$ cat src/rtl/fcesr_regs.svh
// Opcodes, register offsets, reset values and timing counts.
// Assumes inclusion by bare name from the package and both ends.
`ifndef FCESR_REGS_SVH
`define FCESR_REGS_SVH

// ============================================================
// Link opcodes
`define FCESR_OP_WREN      8'h06
`define FCESR_OP_WRDI      8'h04
`define FCESR_OP_ERASE_A   8'h60
`define FCESR_OP_ERASE_B   8'hc7
`define FCESR_OP_SUSPEND   8'h75
`define FCESR_OP_RESUME    8'h7a
`define FCESR_OP_RDSTAT    8'h05
`define FCESR_OP_WRSTAT    8'h01
`define FCESR_OP_READ      8'h03
`define FCESR_OP_PROG      8'h02
`define FCESR_OP_BLK4      8'h20
`define FCESR_OP_BLK32     8'h52
`define FCESR_OP_BLK64     8'hd8

// ============================================================
// Ignored address bits of each block erase size
`define FCESR_MASK_4K      24'h000fff
`define FCESR_MASK_32K     24'h007fff
`define FCESR_MASK_64K     24'h00ffff

// ============================================================
// Status byte fields of the device
`define FCESR_ST_BUSY      0
`define FCESR_ST_WEN       1
`define FCESR_ST_ESUS      2
`define FCESR_ST_PSUS      3

// ============================================================
// Controller register offsets and fields
`define FCESR_REG_OPCODE   8'h00
`define FCESR_REG_TXWORD   8'h04
`define FCESR_REG_CTRL     8'h08
`define FCESR_REG_STATUS   8'h0c
`define FCESR_CTRL_START   8
`define FCESR_RST_WORD     32'h0000_0000

// ============================================================
// Timing
`define FCESR_CLK_PERIOD_NS   4
`define FCESR_SCLK_PERIOD_NS  160
`define FCESR_SCLK_HALF_CYC \
    (`FCESR_SCLK_PERIOD_NS / (2 * `FCESR_CLK_PERIOD_NS))

`endif

$ cat src/rtl/fcesr_pkg.sv
// Types shared by the controller and the flash end.
// Assumes the constants header sits in the include path.
`include "fcesr_regs.svh"

package fcesr_pkg;

    // ============================================================
    // Controller sequencer states
    typedef enum logic [2:0] {
        FCESR_IDLE  = 3'b000,
        FCESR_SETUP = 3'b001,
        FCESR_HIGH  = 3'b010,
        FCESR_LOW   = 3'b011,
        FCESR_HOLD  = 3'b100,
        FCESR_GAP   = 3'b101
    } fcesr_state_type;

    typedef logic [7:0]  fcesr_byte_type;
    typedef logic [23:0] fcesr_addr_type;

endpackage

$ cat src/rtl/fcesr_spi_if.sv
// Serial link between the controller and the flash end.
// Assumes both ends share one system clock; the link is asynchronous.
`timescale 1ns/10ps

interface fcesr_spi_if;
    logic sclk;
    logic cs_n;
    logic mosi;
    logic miso;

    modport host (
        output sclk,
        output cs_n,
        output mosi,
        input  miso
    );

    modport flash (
        input  sclk,
        input  cs_n,
        input  mosi,
        output miso
    );
endinterface

$ cat src/rtl/fcesr_flash.sv
// Flash end: command decode, write enable latch, suspend and resume.
// Assumes a mode 0 link sampled by hclk, far slower than hclk.
`timescale 1ns/10ps
`include "fcesr_regs.svh"
module fcesr_flash #(
    parameter int unsigned CNT_W        = 32,
    parameter int unsigned CHIP_CYC     = 200000,
    parameter int unsigned BLOCK_CYC    = 20000,
    parameter int unsigned PROG_CYC     = 5000,
    parameter int unsigned RESUME_CYC   = 64,
    parameter logic [7:0]  UNDEF_BYTE   = 8'h5a
) (
    input  wire logic                 hclk,
    input  wire logic                 hresetn,
    fcesr_spi_if.flash                spi,
    input  wire logic                 array_protected,
    output logic                      write_enable_latch,
    output logic                      erase_suspended_flag,
    output logic                      program_suspended_flag,
    output logic                      ready_busy_indication,
    output logic                      read_undefined
);
    import fcesr_pkg::*;
    // ============================================================
    // Pin synchronisers and edge detection
    logic [2:0]     sclk_sync_ff;
    logic [2:0]     cs_sync_ff;
    logic [1:0]     mosi_sync_ff;
    always_ff @(posedge hclk or negedge hresetn) begin
        if (!hresetn) begin
            sclk_sync_ff <= 3'h0;
            cs_sync_ff   <= 3'h7;
            mosi_sync_ff <= 2'h0;
        end else begin
            sclk_sync_ff <= {sclk_sync_ff[1:0], spi.sclk};
            cs_sync_ff   <= {cs_sync_ff[1:0], spi.cs_n};
            mosi_sync_ff <= {mosi_sync_ff[0], spi.mosi};
        end
    end
    wire selected    = ~cs_sync_ff[1];
    wire frame_start = cs_sync_ff[2] & ~cs_sync_ff[1];
    wire frame_end   = ~cs_sync_ff[2] & cs_sync_ff[1];
    wire sclk_rise   = selected & sclk_sync_ff[1] & ~sclk_sync_ff[2];
    wire sclk_fall   = selected & ~sclk_sync_ff[1] & sclk_sync_ff[2];

    // ============================================================
    // Frame receiver
    logic [2:0]     bit_cnt_ff;
    logic [2:0]     byte_cnt_ff;
    fcesr_byte_type shift_ff;
    fcesr_byte_type opcode_ff;
    fcesr_addr_type addr_ff;
    logic           miso_ff;
    wire fcesr_byte_type rx_byte = {shift_ff[6:0], mosi_sync_ff[1]};
    wire byte_done  = sclk_rise & (bit_cnt_ff == 3'h7);
    wire is_read    = opcode_ff == `FCESR_OP_READ;
    wire in_data    = byte_cnt_ff >= 3'h4;
    always_ff @(posedge hclk or negedge hresetn) begin
        if (!hresetn) begin
            bit_cnt_ff  <= 3'h0;
            byte_cnt_ff <= 3'h0;
            shift_ff    <= 8'h00;
            opcode_ff   <= 8'h00;
            addr_ff     <= 24'h000000;
        end else if (frame_start) begin
            bit_cnt_ff  <= 3'h0;
            byte_cnt_ff <= 3'h0;
            opcode_ff   <= 8'h00;
        end else if (sclk_rise) begin
            shift_ff   <= rx_byte;
            bit_cnt_ff <= bit_cnt_ff + 3'h1;
            if (byte_done && byte_cnt_ff != 3'h7)
                byte_cnt_ff <= byte_cnt_ff + 3'h1;
            if (byte_done && byte_cnt_ff == 3'h0)
                opcode_ff <= rx_byte;
            if (byte_done && byte_cnt_ff != 3'h0 && !in_data)
                addr_ff <= {addr_ff[15:0], rx_byte};
            if (byte_done && in_data && is_read)
                addr_ff <= addr_ff + 24'h000001;
        end
    end

    // ============================================================
    // Operation state
    logic                 wen_ff;
    logic                 esus_ff;
    logic                 psus_ff;
    logic                 erase_act_ff;
    logic                 chip_ff;
    logic                 prog_act_ff;
    fcesr_addr_type       eaddr_ff;
    fcesr_addr_type       emask_ff;
    fcesr_addr_type       paddr_ff;
    logic [CNT_W-1:0]     erase_left_ff;
    logic [CNT_W-1:0]     prog_left_ff;
    logic [CNT_W-1:0]     startup_ff;
    wire starting  = startup_ff != '0;
    wire erase_run = erase_act_ff & ~esus_ff;
    wire prog_run  = prog_act_ff & ~psus_ff;
    wire busy      = erase_run | prog_run | starting;
    wire suspended = esus_ff | psus_ff;
    // Matches against the area that the suspended operation owns.
    wire fcesr_addr_type nxt_mask =
        opcode_ff == `FCESR_OP_BLK4  ? `FCESR_MASK_4K  :
        opcode_ff == `FCESR_OP_BLK32 ? `FCESR_MASK_32K : `FCESR_MASK_64K;
    wire addr_in_eblock = esus_ff &
        ((addr_ff & ~emask_ff) == (eaddr_ff & ~emask_ff));
    wire page_in_new_blk = psus_ff &
        ((paddr_ff & ~nxt_mask) == (addr_ff & ~nxt_mask));
    wire addr_in_page = psus_ff & (addr_ff[23:8] == paddr_ff[23:8]);

    // ============================================================
    // Command decode at deselect
    wire aligned    = bit_cnt_ff == 3'h0;
    wire have_op    = byte_cnt_ff != 3'h0;
    wire good_end   = frame_end & aligned & have_op;
    wire bad_end    = frame_end & ~aligned & have_op;
    wire op_chip    = opcode_ff == `FCESR_OP_ERASE_A ||
                      opcode_ff == `FCESR_OP_ERASE_B;
    wire op_blk     = opcode_ff == `FCESR_OP_BLK4 ||
                      opcode_ff == `FCESR_OP_BLK32 ||
                      opcode_ff == `FCESR_OP_BLK64;
    wire op_prog    = opcode_ff == `FCESR_OP_PROG;
    wire op_wrstat  = opcode_ff == `FCESR_OP_WRSTAT;
    wire wr_cmd     = op_chip | op_blk | op_prog | op_wrstat;
    wire wr_ready   = ~busy & wen_ff;
    wire chip_ok    = good_end & op_chip & wr_ready & ~suspended;
    wire chip_rej   = chip_ok & array_protected;
    wire blk_try    = good_end & op_blk & wr_ready & ~esus_ff;
    wire blk_full   = byte_cnt_ff >= 3'h4;
    wire blk_rej    = blk_try & (~blk_full | array_protected |
                      page_in_new_blk);
    wire prog_try   = good_end & op_prog & wr_ready & ~psus_ff;
    wire prog_full  = byte_cnt_ff >= 3'h5;
    wire prog_rej   = prog_try & (~prog_full | array_protected |
                      addr_in_eblock);
    wire wrstat_ok  = good_end & op_wrstat & wr_ready & ~suspended;
    wire odd_rej    = bad_end & wr_cmd & ~busy &
                      ~(op_wrstat & suspended);
    wire chip_go    = chip_ok & ~array_protected;
    wire blk_go     = blk_try & ~blk_rej;
    wire prog_go    = prog_try & ~prog_rej;
    wire suspend_go = good_end & (opcode_ff == `FCESR_OP_SUSPEND) &
                      (erase_run | prog_run) & ~starting &
                      ~(erase_run & chip_ff) &
                      ~(prog_run & esus_ff);
    wire resume_go  = good_end & (opcode_ff == `FCESR_OP_RESUME) &
                      suspended & ~busy;
    wire wen_set    = good_end & ~busy & (opcode_ff == `FCESR_OP_WREN);
    wire wen_clr    = (good_end & ~busy &
                      (opcode_ff == `FCESR_OP_WRDI)) |
                      chip_rej | odd_rej | blk_rej | prog_rej |
                      chip_go | blk_go | prog_go | wrstat_ok;

    // ============================================================
    // Latches and flags
    always_ff @(posedge hclk or negedge hresetn) begin
        if (!hresetn) begin
            wen_ff  <= 1'b0;
            esus_ff <= 1'b0;
            psus_ff <= 1'b0;
        end else begin
            if (wen_clr)
                wen_ff <= 1'b0;
            else if (wen_set)
                wen_ff <= 1'b1;
            if (suspend_go && erase_run)
                esus_ff <= 1'b1;
            else if (resume_go && !psus_ff)
                esus_ff <= 1'b0;
            if (suspend_go && prog_run)
                psus_ff <= 1'b1;
            else if (resume_go)
                psus_ff <= 1'b0;
        end
    end

    // ============================================================
    // Self-timed engines
    // A suspended engine keeps its remaining count, so a resume
    // picks up exactly where the halt left it.
    always_ff @(posedge hclk or negedge hresetn) begin
        if (!hresetn) begin
            erase_act_ff  <= 1'b0;
            chip_ff       <= 1'b0;
            eaddr_ff      <= 24'h000000;
            emask_ff      <= 24'h000000;
            erase_left_ff <= '0;
        end else if (chip_go) begin
            erase_act_ff  <= 1'b1;
            chip_ff       <= 1'b1;
            emask_ff      <= 24'hffffff;
            erase_left_ff <= CNT_W'(CHIP_CYC);
        end else if (blk_go) begin
            erase_act_ff  <= 1'b1;
            chip_ff       <= 1'b0;
            eaddr_ff      <= addr_ff;
            emask_ff      <= nxt_mask;
            erase_left_ff <= CNT_W'(BLOCK_CYC);
        end else if (erase_run && !starting && !suspend_go) begin
            erase_left_ff <= erase_left_ff - CNT_W'(1);
            if (erase_left_ff <= CNT_W'(1))
                erase_act_ff <= 1'b0;
        end
    end
    always_ff @(posedge hclk or negedge hresetn) begin
        if (!hresetn) begin
            prog_act_ff  <= 1'b0;
            paddr_ff     <= 24'h000000;
            prog_left_ff <= '0;
        end else if (prog_go) begin
            prog_act_ff  <= 1'b1;
            paddr_ff     <= addr_ff;
            prog_left_ff <= CNT_W'(PROG_CYC);
        end else if (prog_run && !starting && !suspend_go) begin
            prog_left_ff <= prog_left_ff - CNT_W'(1);
            if (prog_left_ff <= CNT_W'(1))
                prog_act_ff <= 1'b0;
        end
    end
    always_ff @(posedge hclk or negedge hresetn) begin
        if (!hresetn)
            startup_ff <= '0;
        else if (resume_go)
            startup_ff <= CNT_W'(RESUME_CYC);
        else if (starting)
            startup_ff <= startup_ff - CNT_W'(1);
    end

    // ============================================================
    // Read data
    wire rd_undef = is_read & in_data &
                    (addr_in_eblock | addr_in_page);
    wire fcesr_byte_type status_byte = {4'h0, psus_ff, esus_ff,
                                        wen_ff, busy};
    wire fcesr_byte_type out_byte =
        opcode_ff == `FCESR_OP_RDSTAT ? status_byte :
        rd_undef ? UNDEF_BYTE : 8'hff;
    always_ff @(posedge hclk or negedge hresetn) begin
        if (!hresetn)
            miso_ff <= 1'b0;
        else if (sclk_fall)
            miso_ff <= out_byte[~bit_cnt_ff];
    end
    assign spi.miso               = miso_ff;
    assign write_enable_latch     = wen_ff;
    assign erase_suspended_flag   = esus_ff;
    assign program_suspended_flag = psus_ff;
    assign ready_busy_indication  = busy;
    assign read_undefined         = rd_undef & selected;
endmodule

$ cat src/flat_wrapper.sv
// flat-port wrapper written by rule: the top's interface ports become plain ports
module fcesr_flash_flat import fcesr_pkg::*;
#(
    parameter int unsigned CNT_W        = 32,
    parameter int unsigned CHIP_CYC     = 200000,
    parameter int unsigned BLOCK_CYC    = 20000,
    parameter int unsigned PROG_CYC     = 5000,
    parameter int unsigned RESUME_CYC   = 64,
    parameter logic [7:0]  UNDEF_BYTE   = 8'h5a
)
  (hclk, hresetn, array_protected, write_enable_latch, erase_suspended_flag, program_suspended_flag, ready_busy_indication, read_undefined, spi_sclk, spi_cs_n, spi_mosi, spi_miso);
  fcesr_spi_if spi_i ();
  input  wire logic hclk;
  input  wire logic hresetn;
  input  wire logic array_protected;
  output logic write_enable_latch;
  output logic erase_suspended_flag;
  output logic program_suspended_flag;
  output logic ready_busy_indication;
  output logic read_undefined;
  input wire logic [$bits(spi_i.sclk)-1:0] spi_sclk;
  input wire logic [$bits(spi_i.cs_n)-1:0] spi_cs_n;
  input wire logic [$bits(spi_i.mosi)-1:0] spi_mosi;
  output wire logic [$bits(spi_i.miso)-1:0] spi_miso;
  assign spi_i.sclk = spi_sclk;
  assign spi_i.cs_n = spi_cs_n;
  assign spi_i.mosi = spi_mosi;
  assign spi_miso = spi_i.miso;
  fcesr_flash #(.CNT_W(CNT_W), .CHIP_CYC(CHIP_CYC), .BLOCK_CYC(BLOCK_CYC), .PROG_CYC(PROG_CYC), .RESUME_CYC(RESUME_CYC), .UNDEF_BYTE(UNDEF_BYTE)) u_core (.hclk(hclk), .hresetn(hresetn), .spi(spi_i), .array_protected(array_protected), .write_enable_latch(write_enable_latch), .erase_suspended_flag(erase_suspended_flag), .program_suspended_flag(program_suspended_flag), .ready_busy_indication(ready_busy_indication), .read_undefined(read_undefined));
endmodule
$ cat config.mk
export PLATFORM = sky130hd
export DESIGN_NAME = fcesr_flash_flat
export DESIGN_NICKNAME = d
export VERILOG_FILES = /design/src/rtl/fcesr_pkg.sv /design/src/rtl/fcesr_spi_if.sv /design/src/rtl/fcesr_flash.sv /design/src/flat_wrapper.sv
export VERILOG_INCLUDE_DIRS = /design/src /design/src/rtl
export SDC_FILE = /design/constraint.sdc
export NUM_CORES = 1
export LEC_CHECK = 0
export BUFFER_PORTS_ARGS = -buffer_cell sky130_fd_sc_hd__buf_4
export CORE_UTILIZATION = 57
export DETAILED_ROUTE_END_ITERATION = 8
export GPL_TIMING_DRIVEN = 1
export PLACE_DENSITY = 0.78
export SKIP_LAST_GASP = 1
export SYNTH_ARGS = -nofsm -noshare
export SYNTH_HDL_FRONTEND = slang
export SYNTH_SLANG_ARGS = --single-unit
export TNS_END_PERCENT = 20
$ cat constraint.sdc
create_clock -name hclk -period 2.94 [get_ports hclk]
set_clock_uncertainty 0.15 [all_clocks]
set_input_delay 0.294 -clock hclk [delete_from_list [all_inputs] [get_ports hclk]]
set_output_delay 0.294 -clock hclk [all_outputs]
set_load 0.005 [all_outputs]
Word-level counts from Yosys, hierarchy flattened
Cells that the tools add are included.
- bits in registers: 228
- input port bits: 6
- output and inout port bits: 6
- logic and storage cells: 235
- add/sub/neg operators: 6
- $lt $le $gt $ge: 5
- eq/ne operators: 18
- muxes and demuxes: 40
- bitwise gates (word level): 101
- reductions and logical operators: 44
- operator list (operator ; count):
    $mux W32 ; 7
    $mux W24 ; 5
    $and A24 B24 Y24 ; 4
    $sub A32 B1 Y32 const B ; 3
    $le A32 B1 Y1 const B ; 2
    $and A1 B1 Y1 ; 55
    $eq A24 B24 Y1 ; 2
    $not A24 Y24 ; 2
    $mux W8 ; 5
    $eq A8 B7 Y1 const B ; 4
    $reduce_bool A32 Y1 ; 1
    $add A24 B1 Y24 const B ; 1
    $eq A8 B3 Y1 const B ; 3
    $reduce_bool A2 Y1 ; 11
    $not A1 Y1 ; 20
    $or A1 B1 Y1 ; 19
    $eq A16 B16 Y1 ; 1
    $eq A8 B2 Y1 const B ; 2
    $eq A8 B8 Y1 const B ; 2
    $mux W1 ; 16
    $mux W16 ; 1
    $mux W3 ; 5
    $logic_and A1 B1 Y1 ; 13
    $reduce_and A2 Y1 ; 6
    14 further kinds ; 24

Logic depth before layout (Yosys ltp)
Gate-level depths: netlist of run 1.
- depth after elaboration: 18
- depth in mapped cells: 10
- mapped depth without buffers: 8

Least setup slack after synthesis of run 1
No wires, ideal clock.
- path type: reg2reg
- start: register u_core.startup_ff[25]
- end: register u_core.prog_left_ff[1]
- setup time: 72 ps
- arrival: 2727 ps
- data required time: 2718 ps
- slack: -9 ps
- cell stages (with the launch flop): 10
- path buffers: 3
- period minus slack after synthesis: 2949 ps
- cells stage by stage: dfrtp_1 > or4_4 > or3_1 > buf_2 > or4_4 > buf_6 > buf_6 > nor2_1 > mux2_2 > nor2_1
- word-level cells in the longest chain between the ends: 10
- elaborated cells between the ends (all ways): 19
- those cells by class: mux (1); bitwise (12); reduce/logical (6)
- RTL lines (what ; RTL line ; source):
    start: declaration ; fcesr_flash.sv:96 ; logic [CNT_W-1:0] startup_ff;
    start signal: assignment ; fcesr_flash.sv:225 ; startup_ff <= CNT_W'(RESUME_CYC);
    start signal: assignment ; fcesr_flash.sv:227 ; startup_ff <= startup_ff - CNT_W'(1);
    $reduce_bool A32 Y1 * ; fcesr_flash.sv:97 ; wire starting = startup_ff != '0;
    $or A1 B1 Y1 ; fcesr_flash.sv:100 ; wire busy = erase_run | prog_run | starting;
    $not A1 Y1 ; fcesr_flash.sv:126 ; wire wr_ready = ~busy & wen_ff;
    $and A1 B1 Y1 ; fcesr_flash.sv:126 ;
    $and A1 B1 Y1 (2 in series) ; fcesr_flash.sv:133 ; wire prog_try = good_end & op_prog & wr_ready & ~psus_ff;
    $and A1 B1 Y1 ; fcesr_flash.sv:135 ; wire prog_rej = prog_try & (~prog_full | array_protected |
    $not A1 Y1 ; fcesr_flash.sv:142 ; wire prog_go = prog_try & ~prog_rej;
    $and A1 B1 Y1 ; fcesr_flash.sv:142 ;
    $mux W32 or $reduce_bool A2 Y1 (tied branches) ; -- ;
    end signal: assignment ; fcesr_flash.sv:214 ; prog_left_ff <= CNT_W'(PROG_CYC);
    end signal: assignment ; fcesr_flash.sv:216 ; prog_left_ff <= prog_left_ff - CNT_W'(1);
    end: declaration ; fcesr_flash.sv:95 ; logic [CNT_W-1:0] prog_left_ff;
Mark *: on every way between the ends. The rest lies on a longest branch, timed or not.
A chain may end at the register's enable or synchronous reset.

Worst setup path after layout of run 1
- start: register u_core.addr_ff[13]
- end: output port read_undefined
- word-level cells in the longest chain between the ends: 6
- elaborated cells between the ends (all ways): 8
- those cells by class: eq/ne (2); bitwise (6)
- RTL lines (what ; RTL line ; source):
    start: declaration ; fcesr_flash.sv:52 ; fcesr_addr_type addr_ff;
    start signal: assignment ; fcesr_flash.sv:77 ; addr_ff <= {addr_ff[15:0], rx_byte};
    start signal: assignment ; fcesr_flash.sv:79 ; addr_ff <= addr_ff + 24'h000001;
    $and A24 B24 Y24 ; fcesr_flash.sv:107 ; ((addr_ff & ~emask_ff) == (eaddr_ff & ~emask_ff));
    $eq A24 B24 Y1 ; fcesr_flash.sv:107 ;
    $and A1 B1 Y1 ; fcesr_flash.sv:106 ; wire addr_in_eblock = esus_ff &
    $or A1 B1 Y1 * ; fcesr_flash.sv:233 ; (addr_in_eblock | addr_in_page);
    $and A1 B1 Y1 * ; fcesr_flash.sv:232 ; wire rd_undef = is_read & in_data &
    $and A1 B1 Y1 * ; fcesr_flash.sv:250 ; assign read_undefined = rd_undef & selected;
    end: declaration ; flat_wrapper.sv:20 ; output logic read_undefined;
Marks and branches as above.

==> results.md, run 1 <==
* Syn Inst Count at 1059
* Register area share after synthesis at 0.471
* Layout Utilization at 0.676
* CTS buffer count at 17
* Residual DRC at 2
* Syn Std Cell Area at 10600 sq um
* Violated checks: design-rule violations, negative setup slack
* Worst endpoint required time at 2.50 ns
* Commonest non-fill, non-tap cell in the layout: dfrtp_1
* Syn_nets at 1079
* Vias in the first global route at 8120
* Antenna violations before repair at 0
* Max-cap check violation count at 0
* RePlAce Congestion at 0.855
* Worst Path Arrival at 2.60 ns
* Max clock buf depth at 2
* FF+latch count, synth at 199
* Dpl hpwl at 16100 microns
* Die width at 138 microns
* First-pass GRT wire length at 39500 microns
* HP Class: input port to async pin
* Commonest non-fill, non-tap cells in the layout: dfrtp_1 (196), buf_4 (93), nor2_1 (91), nand2_1 (63), xnor2_1 (58)
* Critical Path Sink Type: output port
* Leak pwr at 5.38 nW
* Synth Flop Type: dfrtp_1
* Final hold violation count at 0
* Tmin final at 3.04 ns
* Worst VDD drop at 382 uV
* Inserted Diodes at 0
* Worst setup margin at -0.100 ns
* Async set or reset register ratio after synthesis at 1.00
* Via count at 8250
* Drt pass-1 iters at 8
* GRT met3 Usage at 0.0436
* Worst path cell trace: xor2_1 > nor4_1 > nand2_1 > o21ai_2 > buf_6 > and3b_2 > buf_4
* Clock Pin Slew Worst Setup and Hold Paths at 0.08 ns
* CTS tree: built
* GRT Residual Overflow at 0
* Io pins at 12
* Port bufs at 11
* Largest net degree at the start of global routing at 70
* Least-Margin Pin Slew at 0.845 ns
* Die Span Y at 138 microns
* Pwr Total at 5.23 mW
* Initial Util at 0.585
* Max-slew violations at 0
* Xor/xnor share of the synthesized area at 0.0952
* Clk sinks at 199
* Core Region at 18100 sq um
* Max stage delay on crit path at 0.67 ns
* Final period util at 1.03
* Fraction of layout cells with a size suffix above 1 at 0.214
* Routed Antenna Nets at 0
* Relative slew slack at 0.431
* Worst skew pair latency at 0.44 ns
* Reg2Reg Depth at 7
* GRT Overall Usage at 0.255
* Largest family of logic cells by synthesized area: simple AND/OR/NAND/NOR gates
* Setup-failing EPs final at 3
* WL per Instance at 17.0 microns
* Max Clock Freq at 329 MHz
* H-tree depth at 4
* Avg Inst Size Synth at 9.99 sq um
* Mux share of post-synthesis cell area at 0.0645
* Yosys cell types at 67
* DR iter-0 viols at 501
* CP Class: flip-flop to output port
* Synth-to-layout area growth at 15.5%
* Global Route met2 Usage at 0.431
* Die area at 19100 sq um
* Row count at 49
* TNS Setup at -0.142 ns
* GR peak layer: met2
* Outcome: finished, violations left
* Worst setup SP type: flip-flop
* Post-synthesis compound-gate area fraction at 0.0974
* Synth Warn # at 0
* Post-synth EDFFs at 0
* Post-synthesis simple-gate area fraction at 0.225
* Fin area at 12200 sq um
* Nets at 1146
* Power density cells at 428 nW/um^2
* Root Driver: clkbuf_16
* Synth Area in Adders at 0.0166
* Via-to-Cell Ratio at 6.03
* CP max-delay cell: nor4_1
* CP Max Fanout at 10
* Unrepaired setup endpoints after global routing: yes
* Dpl cell area at 11400 sq um
* Met1 Track Usage GR at 0.337
* Routed wire length at 23200 microns
==> per-layer routing <==
metal	vias up	share of wire
met5	-	0
met3	27	0.035
met1	4106	0.45
li1	3955	-
met2	162	0.50
met4	0	0.014
==> worst max-delay path: cells and delay by family, from the launching register on <==
kind / cells / cell delay (ns)
DFF: 1 / 0.51
xor gates and xnor gates: 1 / 0.22
and+or+nand+nor: 3 / 1.02
AOI/OAI and AO/OA: 1 / 0.18
buffers and inverters: 2 / 0.23
==> cell families after synthesis <==
family,Yosys count
AND/OR/NAND/NOR,431
flip-flops,199
AO/OA/AOI/OAI,165
XOR/XNOR,115
buffers and inverters,73
multiplexers,62
adder cells (fa/ha/maj),14
==> report_power, final <==
part / internal, mW / total (mW) / switching [mW]
Combinational: 0.0580 / 0.142 / 0.0843
Sequential: 2.77 / 2.81 / 0.0370
Clock: 1.14 / 2.29 / 1.15
==> path summary, 6_finish.rpt <==
kind                                              from                endpoint  slack [ns]
worst max-delay path                u_core.addr_ff[13]          read_undefined       -0.10
worst min-delay path                           hresetn   u_core.startup_ff[24]        0.17
worst max register to register   u_core.startup_ff[27]  u_core.prog_left_ff[8]       -0.01
worst min register to register  u_core.mosi_sync_ff[0]  u_core.mosi_sync_ff[1]        0.20
max in group asynchronous                      hresetn      u_core.addr_ff[19]        1.65
min in group hclk                      array_protected     u_core.emask_ff[22]        0.18
==> registers in the layout, indices dropped and copies added (netlist names) <==
register                       flops
u_core.prog_act_ff                 1
u_core.opcode_ff                   8
u_core.paddr_ff                   16
u_core.addr_ff                    24
u_core.sclk_sync_ff                3
u_core.cs_sync_ff                  3
u_core.erase_suspended_flag        1
u_core.shift_ff                    7
u_core.byte_cnt_ff                 3
u_core.program_suspended_flag      1
u_core.emask_ff                    4
u_core.startup_ff                 32
u_core.erase_left_ff              32
u_core.write_enable_latch          1
u_core.spi.miso                    1
u_core.eaddr_ff                   24
u_core.erase_act_ff                1
u_core.prog_left_ff               32
u_core.mosi_sync_ff                2
u_core.bit_cnt_ff                  3
==> stage by stage <==
step / cells / hold slack (ns) / setup slack [ns]
floorplan: 1059 / -0.152 / 0.00876
global placement: 1327 / 0.0882 / -0.0121
detailed placement: 1327 / 0.0881 / -0.0927
CTS: 1366 / 0.166 / -0.0429
global route: 1368 / 0.205 / -0.209
finish: 1368 / 0.175 / -0.100
==> synthesized netlist by cell type (all sizes together), types with 3 or more instances <==
| master | number | area share |
|---|---|---|
| nand2b | 10 | 0.0059 |
| dfrtp | 196 | 0.46 |
| o311ai | 3 | 0.0025 |
| nand4b | 4 | 0.0033 |
| a21o | 5 | 0.0035 |
| a21boi | 3 | 0.0021 |
| xor2 | 56 | 0.046 |
| o2111ai | 6 | 0.0056 |
| and2 | 6 | 0.0035 |
| nor3b | 5 | 0.0035 |
| o21ai | 39 | 0.018 |
| mux2i | 12 | 0.011 |
| mux2 | 50 | 0.053 |
| nor2b | 15 | 0.0089 |
| ha | 14 | 0.017 |
| xnor2 | 59 | 0.049 |
| o21a | 4 | 0.0028 |
| and3 | 8 | 0.0047 |
| buf | 18 | 0.011 |
| o31ai | 10 | 0.0076 |
| a21oi | 54 | 0.026 |
| o211ai | 4 | 0.0028 |
| nor4 | 35 | 0.025 |
| nand4 | 26 | 0.015 |
| nand2 | 63 | 0.022 |
| and4 | 8 | 0.0066 |
| or2 | 9 | 0.0053 |
| dfstp | 3 | 0.0074 |
| a31oi | 7 | 0.0041 |
| nor3 | 50 | 0.026 |
| or4 | 22 | 0.016 |
| nor2 | 99 | 0.036 |
| or3 | 28 | 0.017 |
| a2bb2oi | 7 | 0.0058 |
| clkbuf | 40 | 0.014 |
| nand3 | 33 | 0.016 |
| o22ai | 11 | 0.0065 |
| inv | 15 | 0.0053 |
==> what timing repair did <==
action	CTS	global route
hold buffers	4	0
endpoints found under the setup margin	55	96
setup buffers	3	2
endpoints found under the hold margin	46	0
pin swaps	5	11
resized for setup	10	20
==> cell type report <==
cell class	count	area, sq um
sequential	199	4980
clock buffer	17	425
clock inverter	15	149
multi-input combinational	787	5420
timing repair buffer	106	898
inverter	15	56.3
tap	229	287
fill	1358	5860
Note: power is estimated with default switching activity, not from simulation.
==> run 2, diff against run 1 <==
==> constraint.sdc (replaced) <==
create_clock -name hclk -period 2.94 [get_ports hclk]
set_clock_uncertainty 0.15 [all_clocks]
set_input_delay 0.147 -clock hclk [delete_from_list [all_inputs] [get_ports hclk]]
set_output_delay 0.147 -clock hclk [all_outputs]
set_load 0.005 [all_outputs]
==> run 2 against run 1 <==
Effect of this change:
- the run ends with design-rule violations left
- combinational power is 3% higher
- global-route usage is 0.48 points lower
- sequential power hardly changed
- first-iteration DRC count is 25% higher
- non-clock buffer count is 4 higher
- total power is 0.67% higher
- core utilization hardly changed
- critical path type is now flip-flop to flip-flop
- largest power group unchanged
==> results.md, run 2 (synthesized netlist as in run 1, its figures left out) <==
* Clk sinks at 199
* CP Class: flip-flop to flip-flop
* CTS buffer count at 17
* Outcome: finished, violations left
* HP Class: input port to flip-flop
* First-pass GRT wire length at 38500 microns
* Setup-failing EPs final at 0
* Final hold violation count at 0
* Leak pwr at 5.38 nW
* Worst Path Arrival at 3.10 ns
* Commonest non-fill, non-tap cell in the layout: dfrtp_1
* Max Clock Freq at 344 MHz
* Inserted Diodes at 0
* Die Span Y at 138 microns
* Least-Margin Pin Slew at 0.755 ns
* Layout Utilization at 0.675
* Via count at 8241
* Relative slew slack at 0.495
* Critical Path Sink Type: flip-flop
* Residual DRC at 2
* Via-to-Cell Ratio at 6.01
* Fin area at 12200 sq um
* DR iter-0 viols at 624
* GRT Residual Overflow at 0
* Initial Util at 0.585
* Drt pass-1 iters at 7
* Dpl hpwl at 16000 microns
* H-tree depth at 4
* Worst skew pair latency at 0.45 ns
* CTS tree: built
* Row count at 49
* Die width at 138 microns
* Nets at 1150
* Clock Pin Slew Worst Setup and Hold Paths at 0.07 ns
* Fraction of layout cells with a size suffix above 1 at 0.208
* Power density cells at 431 nW/um^2
* Unrepaired setup endpoints after global routing: yes
* Die area at 19100 sq um
* Max-slew violations at 0
* Root Driver: clkbuf_16
* Port bufs at 11
* Routed wire length at 23300 microns
* Dpl cell area at 11500 sq um
* Worst endpoint required time at 3.13 ns
* CP Max Fanout at 28
* Final period util at 0.989
* Tmin final at 2.91 ns
* Core Region at 18100 sq um
* Routed Antenna Nets at 0
* Commonest non-fill, non-tap cells in the layout: dfrtp_1 (196), buf_4 (96), nor2_1 (94), nand2_1 (62), xnor2_1 (59)
* RePlAce Congestion at 0.830
* Worst VDD drop at 428 uV
* Violated checks: design-rule violations
* Io pins at 12
* Antenna violations before repair at 0
* Fillers at 1333
* Vias in the first global route at 7942
* Footprint of the multi-input gates at 5370 sq um
* Max-cap check violation count at 0
* Worst setup SP type: flip-flop
* Largest net degree at the start of global routing at 76
* Biggest registers after layout: u_core.erase_left_ff: 32 flops, u_core.prog_left_ff: 32 flops, u_core.startup_ff: 32 flops
* GRT Overall Usage at 0.250
* Synth-to-layout area growth at 15.4%
* Sequential Area at 4980 sq um
* Max clock buf depth at 2
* WL per Instance at 17.0 microns
==> run 2: cell count changes in the layout (fill, tap and decap cells not counted), sizes merged <==
cell / change
buf: +4
clkinv: +2
inv: -2
==> run 2: where the power goes <==
group / switching, mW / internal (mW) / total (mW)
registers: 0.0369 / 2.77 / 2.81
logic: 0.0860 / 0.0600 / 0.146
clock network: 1.18 / 1.14 / 2.32
==> run 2: repair_timing <==
action	in CTS	in global routing
hold buffers	4	0
buffers inserted	0	4
hold endpoints to repair	75	0
resized for setup	3	14
setup endpoints to repair	69	99
pin swaps	1	1
==> run 2: worst paths after layout <==
kind	from	end	slack, ns	cells after the start
max reg2reg	u_core.startup_ff[27]	u_core.prog_left_ff[8]	0.03	7
max	u_core.startup_ff[27]	u_core.prog_left_ff[8]	0.03	7
min reg2reg	u_core.sclk_sync_ff[0]	u_core.sclk_sync_ff[1]	0.20	0
min	array_protected	u_core.emask_ff[22]	0.02	4
max in group asynchronous	hresetn	u_core.emask_ff[15]	1.74	3
min in group asynchronous	hresetn	u_core.startup_ff[26]	0.12	2
==> run 2: area by class of cell <==
| class | count | area share |
|---|---|---|
| multi-input cells | 787 | 0.440 |
| repair buffers | 110 | 0.0767 |
| inverters | 15 | 0.00461 |
| clock inverters | 15 | 0.0128 |
| clock buffers | 17 | 0.0348 |
| well taps | 229 | 0.0235 |
| flip-flops and latches | 199 | 0.408 |
==> run 2: critical path: stages, from the launching register on <==
cell and delay [ns]:
dfrtp_1 0.39, or4_4 0.54, or3_4 0.38, or4_4 0.62, buf_4 0.24, nor3_1 0.23
xnor2_1 0.15, nand2b_1 0.06
==> run 2: metal layers <==
metal  share of wire  global-route usage  wire length (microns)  up-vias
met5               0                   0                      0        -
met3           0.034              0.0409                    799       39
met2            0.50               0.426                  11600      183
met4           0.018              0.0917                    425        0
met1            0.45               0.323                  10500     4072
li1                -                   -                      -     3947
==> run 2: through the flow <==
step / instances / worst slack [ns] / TNS (ns) / power [mW] / hold slack (ns)
finish: 1372 / 0.0332 / 0 / 5.27 / 0.0236
global route: 1372 / -0.0962 / -1.05 / 5.41 / 0.0513
CTS: 1368 / -0.0329 / -0.0329 / 5.30 / 0.00303
detailed placement: 1332 / -0.0859 / -0.763 / 3.00 / 0.0631
global placement: 1332 / -0.0285 / -0.0733 / 3.00 / 0.0584
floorplan: 1059 / 0.00876 / 0 / 2.91 / -0.299
